--- src/common/fspc_defs.svh ---
// constants of the flash sector protect command logic
`ifndef FSPC_DEFS_SVH
`define FSPC_DEFS_SVH

// ----------------------------------------------------------------
// opcodes
// ----------------------------------------------------------------
`define FSPC_OP_WREN      8'h06
`define FSPC_OP_MASK_SET  8'ha8
`define FSPC_OP_MASK_CLR  8'ha9
`define FSPC_OP_VOL_LOCK  8'h7e
`define FSPC_OP_VOL_FREE  8'h98
`define FSPC_OP_PW_READ   8'h27
`define FSPC_OP_PW_WRITE  8'h28
`define FSPC_OP_PW_UNLOCK 8'h29

// ----------------------------------------------------------------
// sizes and reset values
// ----------------------------------------------------------------
`define FSPC_NSECT        8
`define FSPC_PW_BITS      64
`define FSPC_OP_BITS      7'd8
`define FSPC_LONG_BITS    7'd72
`define FSPC_PW_RESET     64'hffff_ffff_ffff_ffff

// ----------------------------------------------------------------
// timing
// ----------------------------------------------------------------
`define FSPC_CLK_NS       50
`define FSPC_UNLOCK_NS    2000
`define FSPC_UNLOCK_CYC   (`FSPC_UNLOCK_NS / `FSPC_CLK_NS)
`define FSPC_HALF_CYC     3'd4

// ----------------------------------------------------------------
// host register offsets (byte addresses)
// ----------------------------------------------------------------
`define FSPC_REG_CMD      8'h00
`define FSPC_REG_PW_HI    8'h04
`define FSPC_REG_PW_LO    8'h08
`define FSPC_CMD_BUSY_BIT 8

`endif

--- src/common/fspc_pkg.sv ---
// types of the flash sector protect command logic
package fspc_pkg;

    typedef enum logic [1:0] {
        DV_IDLE,
        DV_SHIFT,
        DV_BUSY
    } fspc_dev_st_t;

    typedef enum logic [2:0] {
        H_IDLE,
        H_LOW,
        H_HIGH,
        H_END,
        H_GAP
    } fspc_host_st_t;

    typedef struct packed {
        fspc_dev_st_t st;
        logic [63:0]  sr;
        logic [6:0]   cnt;
        logic [7:0]   op;
        logic         cs_prev;
        logic         sclk_prev;
        logic         miso;
        logic         miso_oe;
        logic [63:0]  pw;
        logic         write_latch_flag;
        logic         write_in_progress_flag;
        logic         lock;
        logic         mask;
        logic         match;
        logic [5:0]   tmr;
        logic [7:0]   vol;
        logic [7:0]   prot;
    } fspc_dev_t;

    typedef struct packed {
        fspc_host_st_t st;
        logic [2:0]    div;
        logic [6:0]    left;
        logic [71:0]   tx;
        logic [63:0]   rx;
        logic [7:0]    op;
        logic [31:0]   pw_hi;
        logic [31:0]   pw_lo;
        logic          cs_n;
        logic          sclk;
        logic          mosi;
        logic          ack;
        logic [31:0]   dat;
    } fspc_host_t;

endpackage

--- src/common/fspc_if.sv ---
// serial link between the protect command host and device
`timescale 1ns/1ps
interface fspc_if;
    logic cs_n;
    logic sclk;
    logic mosi;
    logic miso_o;
    logic miso_oe;
    logic miso;

    // idle line floats high
    assign miso = miso_oe ? miso_o : 1'b1;

    modport host (
        output cs_n,
        output sclk,
        output mosi,
        input  miso
    );
    modport dev (
        input  cs_n,
        input  sclk,
        input  mosi,
        output miso_o,
        output miso_oe
    );
endinterface

--- src/hdl/fspc_sync.sv ---
// two-flop synchroniser for pin inputs
`timescale 1ns/1ps
module fspc_sync #(
    parameter int W = 1
) (
    // clock and reset
    input  wire logic         clk,
    input  wire logic         resetn,
    // pins and synchronised copy
    input  wire logic [W-1:0] din,
    output logic      [W-1:0] dout
);
    typedef struct packed {
        logic [W-1:0] s1;
        logic [W-1:0] s2;
    } fspc_sync_t;

    fspc_sync_t s_q;
    fspc_sync_t s_d;

    always_comb begin
        s_d.s1 = din;
        s_d.s2 = s_q.s1;
    end

    // reset loads every stage high, the idle level of cs_n and miso (sclk and mosi idle low)
    always_ff @(posedge clk) begin
        if (!resetn) begin
            s_q <= '1;
        end else begin
            s_q <= s_d;
        end
    end

    assign dout = s_q.s2;
endmodule

--- src/hdl/fspc_dev.sv ---
// device end: protection commands of the serial flash
`timescale 1ns/1ps
`include "fspc_defs.svh"
module fspc_dev (
    // clock and reset
    input  wire logic                    SYS_CLK,
    input  wire logic                    RESETN,
    // serial link
    fspc_if.dev                          LINK,
    // protection mode strap: one selects password mode
    input  wire logic                    PASSWORD_MODE,
    // nonvolatile protect bits from the array
    input  wire logic [`FSPC_NSECT-1:0]  NV_PROTECT,
    // protection state
    output logic                         SOLID_MASK,
    output logic                         PROTECT_LOCK,
    output logic                         WRITE_LATCH,
    output logic                         WRITE_IN_PROGRESS,
    output logic [`FSPC_NSECT-1:0]       VOL_PROTECT,
    output logic [`FSPC_NSECT-1:0]       SECTOR_PROTECTED
);
    // ----------------------------------------------------------------
    // helpers
    // ----------------------------------------------------------------
    function automatic logic is_single(input logic [7:0] op);
        return op == `FSPC_OP_WREN || op == `FSPC_OP_MASK_SET
            || op == `FSPC_OP_MASK_CLR || op == `FSPC_OP_VOL_LOCK
            || op == `FSPC_OP_VOL_FREE;
    endfunction

    function automatic logic is_long(input logic [7:0] op);
        return op == `FSPC_OP_PW_WRITE || op == `FSPC_OP_PW_UNLOCK;
    endfunction

    localparam logic [5:0] UNLOCK_LAST = 6'(`FSPC_UNLOCK_CYC - 1);

    // ----------------------------------------------------------------
    // pin synchronisers
    // ----------------------------------------------------------------
    logic [2:0] pins_s;
    logic       cs_n_s;
    logic       sclk_s;
    logic       mosi_s;

    fspc_sync #(
        .W (3)
    ) u_sync (
        .clk    (SYS_CLK),
        .resetn (RESETN),
        .din    ({LINK.cs_n, LINK.sclk, LINK.mosi}),
        .dout   (pins_s)
    );

    assign cs_n_s = pins_s[2];
    assign sclk_s = pins_s[1];
    assign mosi_s = pins_s[0];

    // ----------------------------------------------------------------
    // state
    // ----------------------------------------------------------------
    fspc_pkg::fspc_dev_t s_q;
    fspc_pkg::fspc_dev_t s_d;

    logic       sclk_rise;
    logic       sclk_fall;
    logic       cs_fall;
    logic       cs_rise;
    logic       mask_ok;
    logic [6:0] out_idx;

    assign sclk_rise = sclk_s && !s_q.sclk_prev;
    assign sclk_fall = !sclk_s && s_q.sclk_prev;
    assign cs_fall   = !cs_n_s && s_q.cs_prev;
    assign cs_rise   = cs_n_s && !s_q.cs_prev;
    // mask is free in solid mode, needs the lock in password mode
    assign mask_ok   = !PASSWORD_MODE || s_q.lock;
    assign out_idx   = 7'd71 - s_q.cnt;

    always_comb begin
        s_d           = s_q;
        s_d.cs_prev   = cs_n_s;
        s_d.sclk_prev = sclk_s;

        case (s_q.st)
            fspc_pkg::DV_IDLE: begin
                if (cs_fall) begin
                    s_d.st  = fspc_pkg::DV_SHIFT;
                    s_d.cnt = 7'd0;
                    s_d.sr  = '0;
                end
            end

            fspc_pkg::DV_SHIFT: begin
                // opcode and payload sampled on rising clock
                if (sclk_rise && !cs_n_s) begin
                    s_d.sr = {s_q.sr[62:0], mosi_s};
                    if (s_q.cnt != 7'h7f) begin
                        s_d.cnt = s_q.cnt + 7'd1;
                    end
                    if (s_q.cnt == 7'd7) begin
                        s_d.op = {s_q.sr[6:0], mosi_s};
                    end
                end
                // password read-out on falling clock, msb first
                if (sclk_fall && !cs_n_s && s_q.op == `FSPC_OP_PW_READ
                    && s_q.cnt >= `FSPC_OP_BITS) begin
                    s_d.miso_oe = 1'b1;
                    if (s_q.cnt <= 7'd71) begin
                        s_d.miso = s_q.pw[out_idx[5:0]];
                    end else begin
                        s_d.miso = 1'b0;
                    end
                end
                if (cs_rise) begin
                    s_d.st      = fspc_pkg::DV_IDLE;
                    s_d.miso_oe = 1'b0;
                    s_d.miso    = 1'b0;
                    // frames of the wrong length are dropped whole
                    if (s_q.cnt == `FSPC_OP_BITS
                        && is_single(s_q.op)) begin
                        if (s_q.op == `FSPC_OP_WREN) begin
                            s_d.write_latch_flag = 1'b1;
                        end else if (s_q.write_latch_flag) begin
                            case (s_q.op)
                                `FSPC_OP_MASK_SET: begin
                                    if (mask_ok) begin
                                        s_d.mask = 1'b1;
                                    end
                                end
                                `FSPC_OP_MASK_CLR: begin
                                    if (mask_ok) begin
                                        s_d.mask = 1'b0;
                                    end
                                end
                                `FSPC_OP_VOL_LOCK: begin
                                    s_d.vol = '1;
                                end
                                `FSPC_OP_VOL_FREE: begin
                                    s_d.vol = '0;
                                end
                                default: begin
                                end
                            endcase
                            s_d.write_latch_flag = 1'b0;
                        end
                    end else if (s_q.cnt == `FSPC_LONG_BITS
                                 && is_long(s_q.op) && s_q.write_latch_flag) begin
                        s_d.write_latch_flag = 1'b0;
                        if (s_q.op == `FSPC_OP_PW_WRITE) begin
                            s_d.pw = s_q.sr;
                        end else begin
                            // compare now, apply after the unlock time
                            s_d.match = (s_q.sr == s_q.pw);
                            s_d.write_in_progress_flag   = 1'b1;
                            s_d.tmr   = 6'd0;
                            s_d.st    = fspc_pkg::DV_BUSY;
                        end
                    end
                end
            end

            fspc_pkg::DV_BUSY: begin
                // link is ignored until the unlock has finished
                if (s_q.tmr == UNLOCK_LAST) begin
                    s_d.write_in_progress_flag = 1'b0;
                    // a wrong password leaves the lock as it was
                    if (s_q.match) begin
                        s_d.lock = 1'b1;
                    end
                    s_d.st = cs_n_s ? fspc_pkg::DV_IDLE
                                    : fspc_pkg::DV_BUSY;
                end else begin
                    s_d.tmr = s_q.tmr + 6'd1;
                end
            end

            default: begin
                s_d.st = fspc_pkg::DV_IDLE;
            end
        endcase

        // masked nonvolatile bits drop out, volatile bits always count
        s_d.prot = s_q.vol | (NV_PROTECT & {`FSPC_NSECT{s_q.mask}});
    end

    // ----------------------------------------------------------------
    // registers
    // ----------------------------------------------------------------
    always_ff @(posedge SYS_CLK) begin
        if (!RESETN) begin
            s_q           <= '0;
            s_q.st        <= fspc_pkg::DV_IDLE;
            s_q.cs_prev   <= 1'b1;
            s_q.sclk_prev <= 1'b1;
            s_q.pw        <= `FSPC_PW_RESET;
            s_q.mask      <= 1'b1;
            s_q.vol       <= '1;
            s_q.prot      <= '1;
            // lock follows the mode: set in solid, clear in password
            s_q.lock      <= !PASSWORD_MODE;
        end else begin
            s_q <= s_d;
        end
    end

    // ----------------------------------------------------------------
    // outputs
    // ----------------------------------------------------------------
    assign LINK.miso_o       = s_q.miso;
    assign LINK.miso_oe      = s_q.miso_oe;
    assign SOLID_MASK        = s_q.mask;
    // nonvolatile program and erase are allowed only with the lock set
    assign PROTECT_LOCK      = s_q.lock;
    assign WRITE_LATCH       = s_q.write_latch_flag;
    assign WRITE_IN_PROGRESS = s_q.write_in_progress_flag;
    assign VOL_PROTECT       = s_q.vol;
    assign SECTOR_PROTECTED  = s_q.prot;
endmodule

--- src/flat_wrapper.sv ---
// flat-port wrapper written by rule: the top's interface ports become plain ports
module fspc_dev_flat 
  (SYS_CLK, RESETN, PASSWORD_MODE, NV_PROTECT, SOLID_MASK, PROTECT_LOCK, WRITE_LATCH, WRITE_IN_PROGRESS, VOL_PROTECT, SECTOR_PROTECTED, LINK_cs_n, LINK_sclk, LINK_mosi, LINK_miso_o, LINK_miso_oe);
  fspc_if LINK_i ();
  input  wire logic SYS_CLK;
  input  wire logic RESETN;
  input  wire logic PASSWORD_MODE;
  input  wire logic [`FSPC_NSECT-1:0] NV_PROTECT;
  output logic SOLID_MASK;
  output logic PROTECT_LOCK;
  output logic WRITE_LATCH;
  output logic WRITE_IN_PROGRESS;
  output logic [`FSPC_NSECT-1:0] VOL_PROTECT;
  output logic [`FSPC_NSECT-1:0] SECTOR_PROTECTED;
  input wire logic [$bits(LINK_i.cs_n)-1:0] LINK_cs_n;
  input wire logic [$bits(LINK_i.sclk)-1:0] LINK_sclk;
  input wire logic [$bits(LINK_i.mosi)-1:0] LINK_mosi;
  output wire logic [$bits(LINK_i.miso_o)-1:0] LINK_miso_o;
  output wire logic [$bits(LINK_i.miso_oe)-1:0] LINK_miso_oe;
  assign LINK_i.cs_n = LINK_cs_n;
  assign LINK_i.sclk = LINK_sclk;
  assign LINK_i.mosi = LINK_mosi;
  assign LINK_miso_o = LINK_i.miso_o;
  assign LINK_miso_oe = LINK_i.miso_oe;
  fspc_dev u_core (.SYS_CLK(SYS_CLK), .RESETN(RESETN), .LINK(LINK_i), .PASSWORD_MODE(PASSWORD_MODE), .NV_PROTECT(NV_PROTECT), .SOLID_MASK(SOLID_MASK), .PROTECT_LOCK(PROTECT_LOCK), .WRITE_LATCH(WRITE_LATCH), .WRITE_IN_PROGRESS(WRITE_IN_PROGRESS), .VOL_PROTECT(VOL_PROTECT), .SECTOR_PROTECTED(SECTOR_PROTECTED));
endmodule
--- config.mk ---
export PLATFORM = sky130hd
export DESIGN_NAME = fspc_dev_flat
export DESIGN_NICKNAME = d
export VERILOG_FILES = /design/src/common/fspc_pkg.sv /design/src/common/fspc_if.sv /design/src/hdl/fspc_sync.sv /design/src/hdl/fspc_dev.sv /design/src/flat_wrapper.sv
export VERILOG_INCLUDE_DIRS = /design/src /design/src/common
export SDC_FILE = /design/constraint.sdc
export NUM_CORES = 1
export LEC_CHECK = 0
export ABC_AREA = 1
export BUFFER_PORTS_ARGS = -buffer_cell sky130_fd_sc_hd__clkbuf_2
export CAP_MARGIN = 20
export CELL_PAD_IN_SITES_DETAIL_PLACEMENT = 1
export CELL_PAD_IN_SITES_GLOBAL_PLACEMENT = 2
export CORE_MARGIN = 1
export CORE_UTILIZATION = 36
export DETAILED_ROUTE_END_ITERATION = 16
export PLACE_DENSITY_LB_ADDON = 0.1
export SLEW_MARGIN = 5
export SYNTH_ARGS = -nofsm -noshare
export SYNTH_HDL_FRONTEND = slang
export SYNTH_SLANG_ARGS = --single-unit
--- constraint.sdc ---
create_clock -name SYS_CLK -period 2.4 [get_ports SYS_CLK]
set_input_delay 0.36 -clock SYS_CLK [delete_from_list [all_inputs] [get_ports SYS_CLK]]
set_output_delay 0.36 -clock SYS_CLK [all_outputs]
set_load 0.02 [all_outputs]
==> metrics.md <==
| Metric | Value |
|---|---|
| Result of the run | finished, final reports clean |
| Final period utilization | 85.6% |
| Count leader, synth | nand2_1 |
| Pwr dens | 656 nW/um2 |
| Setup crit end kind | register |
| # clock sinks | 175 |
| Seq cells post-synth | 175 |
| Reg2Reg Depth | 10 |
| Delay-heaviest family, CP | simple AND/OR/NAND/NOR gates |
| Antenna Nets Post-Route | 0 |
| Synth top cells by count | nand2_1, dfxtp_1, nand3_1 |
| Number of synthesized flops with an enable pin | 1 |
| Synth cell types | 38 |
| Cts-stage hold buffer count | 0 |
| Starting DRT DRC Count | 319 |
| Net count, final | 1,139 |
| Die Y | between 150 and 200 um |
| Antenna cell count | 0 |
| Pre-CTS setup slack | 0.426 ns |
| Pin count of the biggest net entering global routing | 129 |
| Worst slew margin | 59.2% |
| WL/cell | approximately 16 um |
| All-layer global routing usage | 20.5% |
| Hold path cells | 2 |
| Chip width | about 150 um |
| Post-synthesis cell count | 1,129 |
| Vias in the first global route | 7,167 |
| Switching power | 1.43 mW |
| CTS Buffer Depth | 2 |
| Cells along the critical path | inv_1, ha_1, inv_1, nor2_1, nand3_1, nor2_2, nand4_1, buf_12, nand2_1, o211ai_1 |
| CP Launch Point | u_core.s_q[104] |
| Final Hold Viols | 0 |
| RSZ-0062 raised after global routing | false |
| 1st-pass router iterations | 4 |
| Post-route setup slack | 0.346 ns |
| Origin of the critical flop-to-flop path | u_core.s_q[104] |
| Min Clock Period, post-route | ~2.1 ns |
| Setup TNS | 0 ns |
| Gr ovfl total | 0 |
| CTS resizes | 0 |
| Hpwl dp | approximately 15,000 um |
| Setup violators final | 0 |
| Antenna violations before repair | 0 |
| Clock share of power | just under 50% |
| Port buffer count | 35 |
| Die area | 23,800 um2 |
| Synthesis-to-layout area growth | 10.7% |
| Worst Hold Launch | LINK_cs_n |
| Slowest stage delay, CP | 0.39 ns |
| Drt drc | 0 |
| Num rows | 55 |
| Mapped Area | ~8300 um2 |
| H-tree depth | 4 |
| CP max FO | between 100 and 150 |
| Seq/Total Area, Yosys | 42.1% |
| Startpoint types | register |
| CTS tree | built |
| Max Freq | slightly below 0.5 GHz |
| Clock Tree Root | clkbuf_16 |
| Core footprint | 22,700 um2 |
| Vias post-DR | 7,165 |
| Total power draw | 6.06 mW |
| Max Cap Viol | 0 |
| Crit path top cell by count | inv_1 |
| Area contributors post-synth | dfxtp_1, nand2_1, nand3_1 |
| Setup Skew | 0.0103 ns |
| Fill cells | 2,816 |
| Register share of total power | around half |
| Vias per inst | 5.06 |
| CP Class | register to register |
| Post-synth top area cell | dfxtp_1 |
| First-pass GRT wire length | about 39,000 um |
| Synthesis Warnings | 0 |
| Internal cell power | 4.62 mW |
| Worst skew pair latency | 0.43 ns |
| GPL Wtd Cong | between 0.7 and 0.8 |
| Hold Slack | 0.107 ns |
| Io pins | 36 |
| LEAKAGE | 3.64 nW |
| Worst Path Buf+Inv | 3 |
| Initial Util | 36.7% |
| Slew @ Worst Pin | 0.613 ns |
| Setup bufs post-CTS | 0 |
| Top cell type's share of synthesized area | about two fifths |
| Post-Route WL | 23,000 um |
| Worst path depth | 10 |
| Comb power frac | 3.2% |
| Hold WC Path Type | primary input to register |
| Crit path max-delay cell type | dfxtp_1 |
| Post-Syn Nets | 1,149 |
| IR drop worst, VDD | 0.351 mV |
| Max Slew Vio Count | 0 |
| Ys flop type | dfxtp_1 |
| Net Sw Frac | 23.7% |
| Crit path DAT | around 2.3 ns |
| Share of flip-flops with an asynchronous set or reset | 0% |
| Required time worst endpoint | 2.69 ns |
| Share of cells above drive strength 1 | between 10% and 20% |
| Synthesized area per cell | 7.39 um2 |
| Clock-pin slew on the worst setup and hold paths | 0.07 ns |
| CTS Buf Count | 17 |
[worst register-to-register path, stage by stage (launching register included)]
cell      delay (ns)
dfxtp_1         0.39
inv_1           0.11
ha_1            0.15
inv_1           0.04
nor2_1          0.14
nand3_1         0.11
nor2_2          0.17
nand4_1         0.17
buf_12          0.25
nand2_1         0.30
o211ai_1        0.09
[metal layers]
metal | vias up | share of wire (%) | GRT usage (%)
met5 | - | 0 | 0
met4 | 0 | 0.94 | 5.57
met3 | 15 | 1.7 | 2.91
met2 | 56 | 45 | 33.3
met1 | 3405 | 52 | 28.3
li1 | 3689 | - | -
[power by group through the flow]
stage                     registers (mW)  logic, mW  clock network, mW
after detailed placement            2.99      0.197                  0
after global routing                2.92      0.217               3.13
after global placement              2.99      0.197                  0
final                               2.92      0.194               2.94
after CTS                           2.92      0.198               3.00
after floorplan                     2.99      0.126                  0
[layout make-up]
| cell class | instances | area (um2) | area share (%) |
|---|---|---|---|
| timing repair buffer | 51 | 333 | 3.60 |
| inverter | 112 | 420 | 4.55 |
| multi-input combinational | 762 | 4000 | 43.3 |
| clock inverter | 14 | 181 | 1.96 |
| sequential | 175 | 3510 | 38.0 |
| clock buffer | 18 | 429 | 4.65 |
| tap | 285 | 357 | 3.86 |
[registers in the layout, summed over array words and instances (netlist names), 3 cells and up]
name	flops
u_core.s_q	154
u_core.u_sync.dout	3
u_core.u_sync.s_d	3
u_core.SECTOR_PROTECTED	8
[through the flow]
step / area, um2 / util [%] / cells
3_3_place_gp: 8620 / 38.0 / 1385
5_1_grt: 9230 / 40.7 / 1417
6_report: 9230 / 40.7 / 1417
4_1_cts: 9230 / 40.7 / 1417
2_1_floorplan: 8340 / - / 1129
3_5_place_dp: 8620 / 38.0 / 1385
[placed cells by master, fill, tap and decap left out, drive strengths merged, types with 2 or more instances in the layout]
master	netlist	final
o2111ai	2	2
nor3	16	16
dfxtp	174	174
buf	55	17
clkbuf	25	52
o21ai	17	17
o211ai	64	64
or2	24	24
clkinvlp	0	3
nand3	132	132
bufinv	0	3
a211oi	5	5
ha	6	6
nor2	69	69
clkinv	2	6
inv	110	114
a21oi	105	105
nand4	22	22
xor2	7	7
nand2	241	241
xnor2	47	47
[worst paths after layout]
check	end	slack, ns
worst min register to register	u_core.u_sync.dout[1]	0.42
worst max-delay path	u_core.s_q[58]	0.35
worst max register to register	u_core.s_q[58]	0.35
worst min-delay path	u_core.u_sync.s_d[2]	0.11
[cells by family after synthesis]
kind of cell	share of synthesized area [%]
buffers and inverters	10.0
and+or+nand+nor	27.2
xor gates and xnor gates	5.67
DFF	42.1
AOI/OAI and AO/OA	14.1
adders and majority gates	0.900
(Power assumes the default switching activity.)
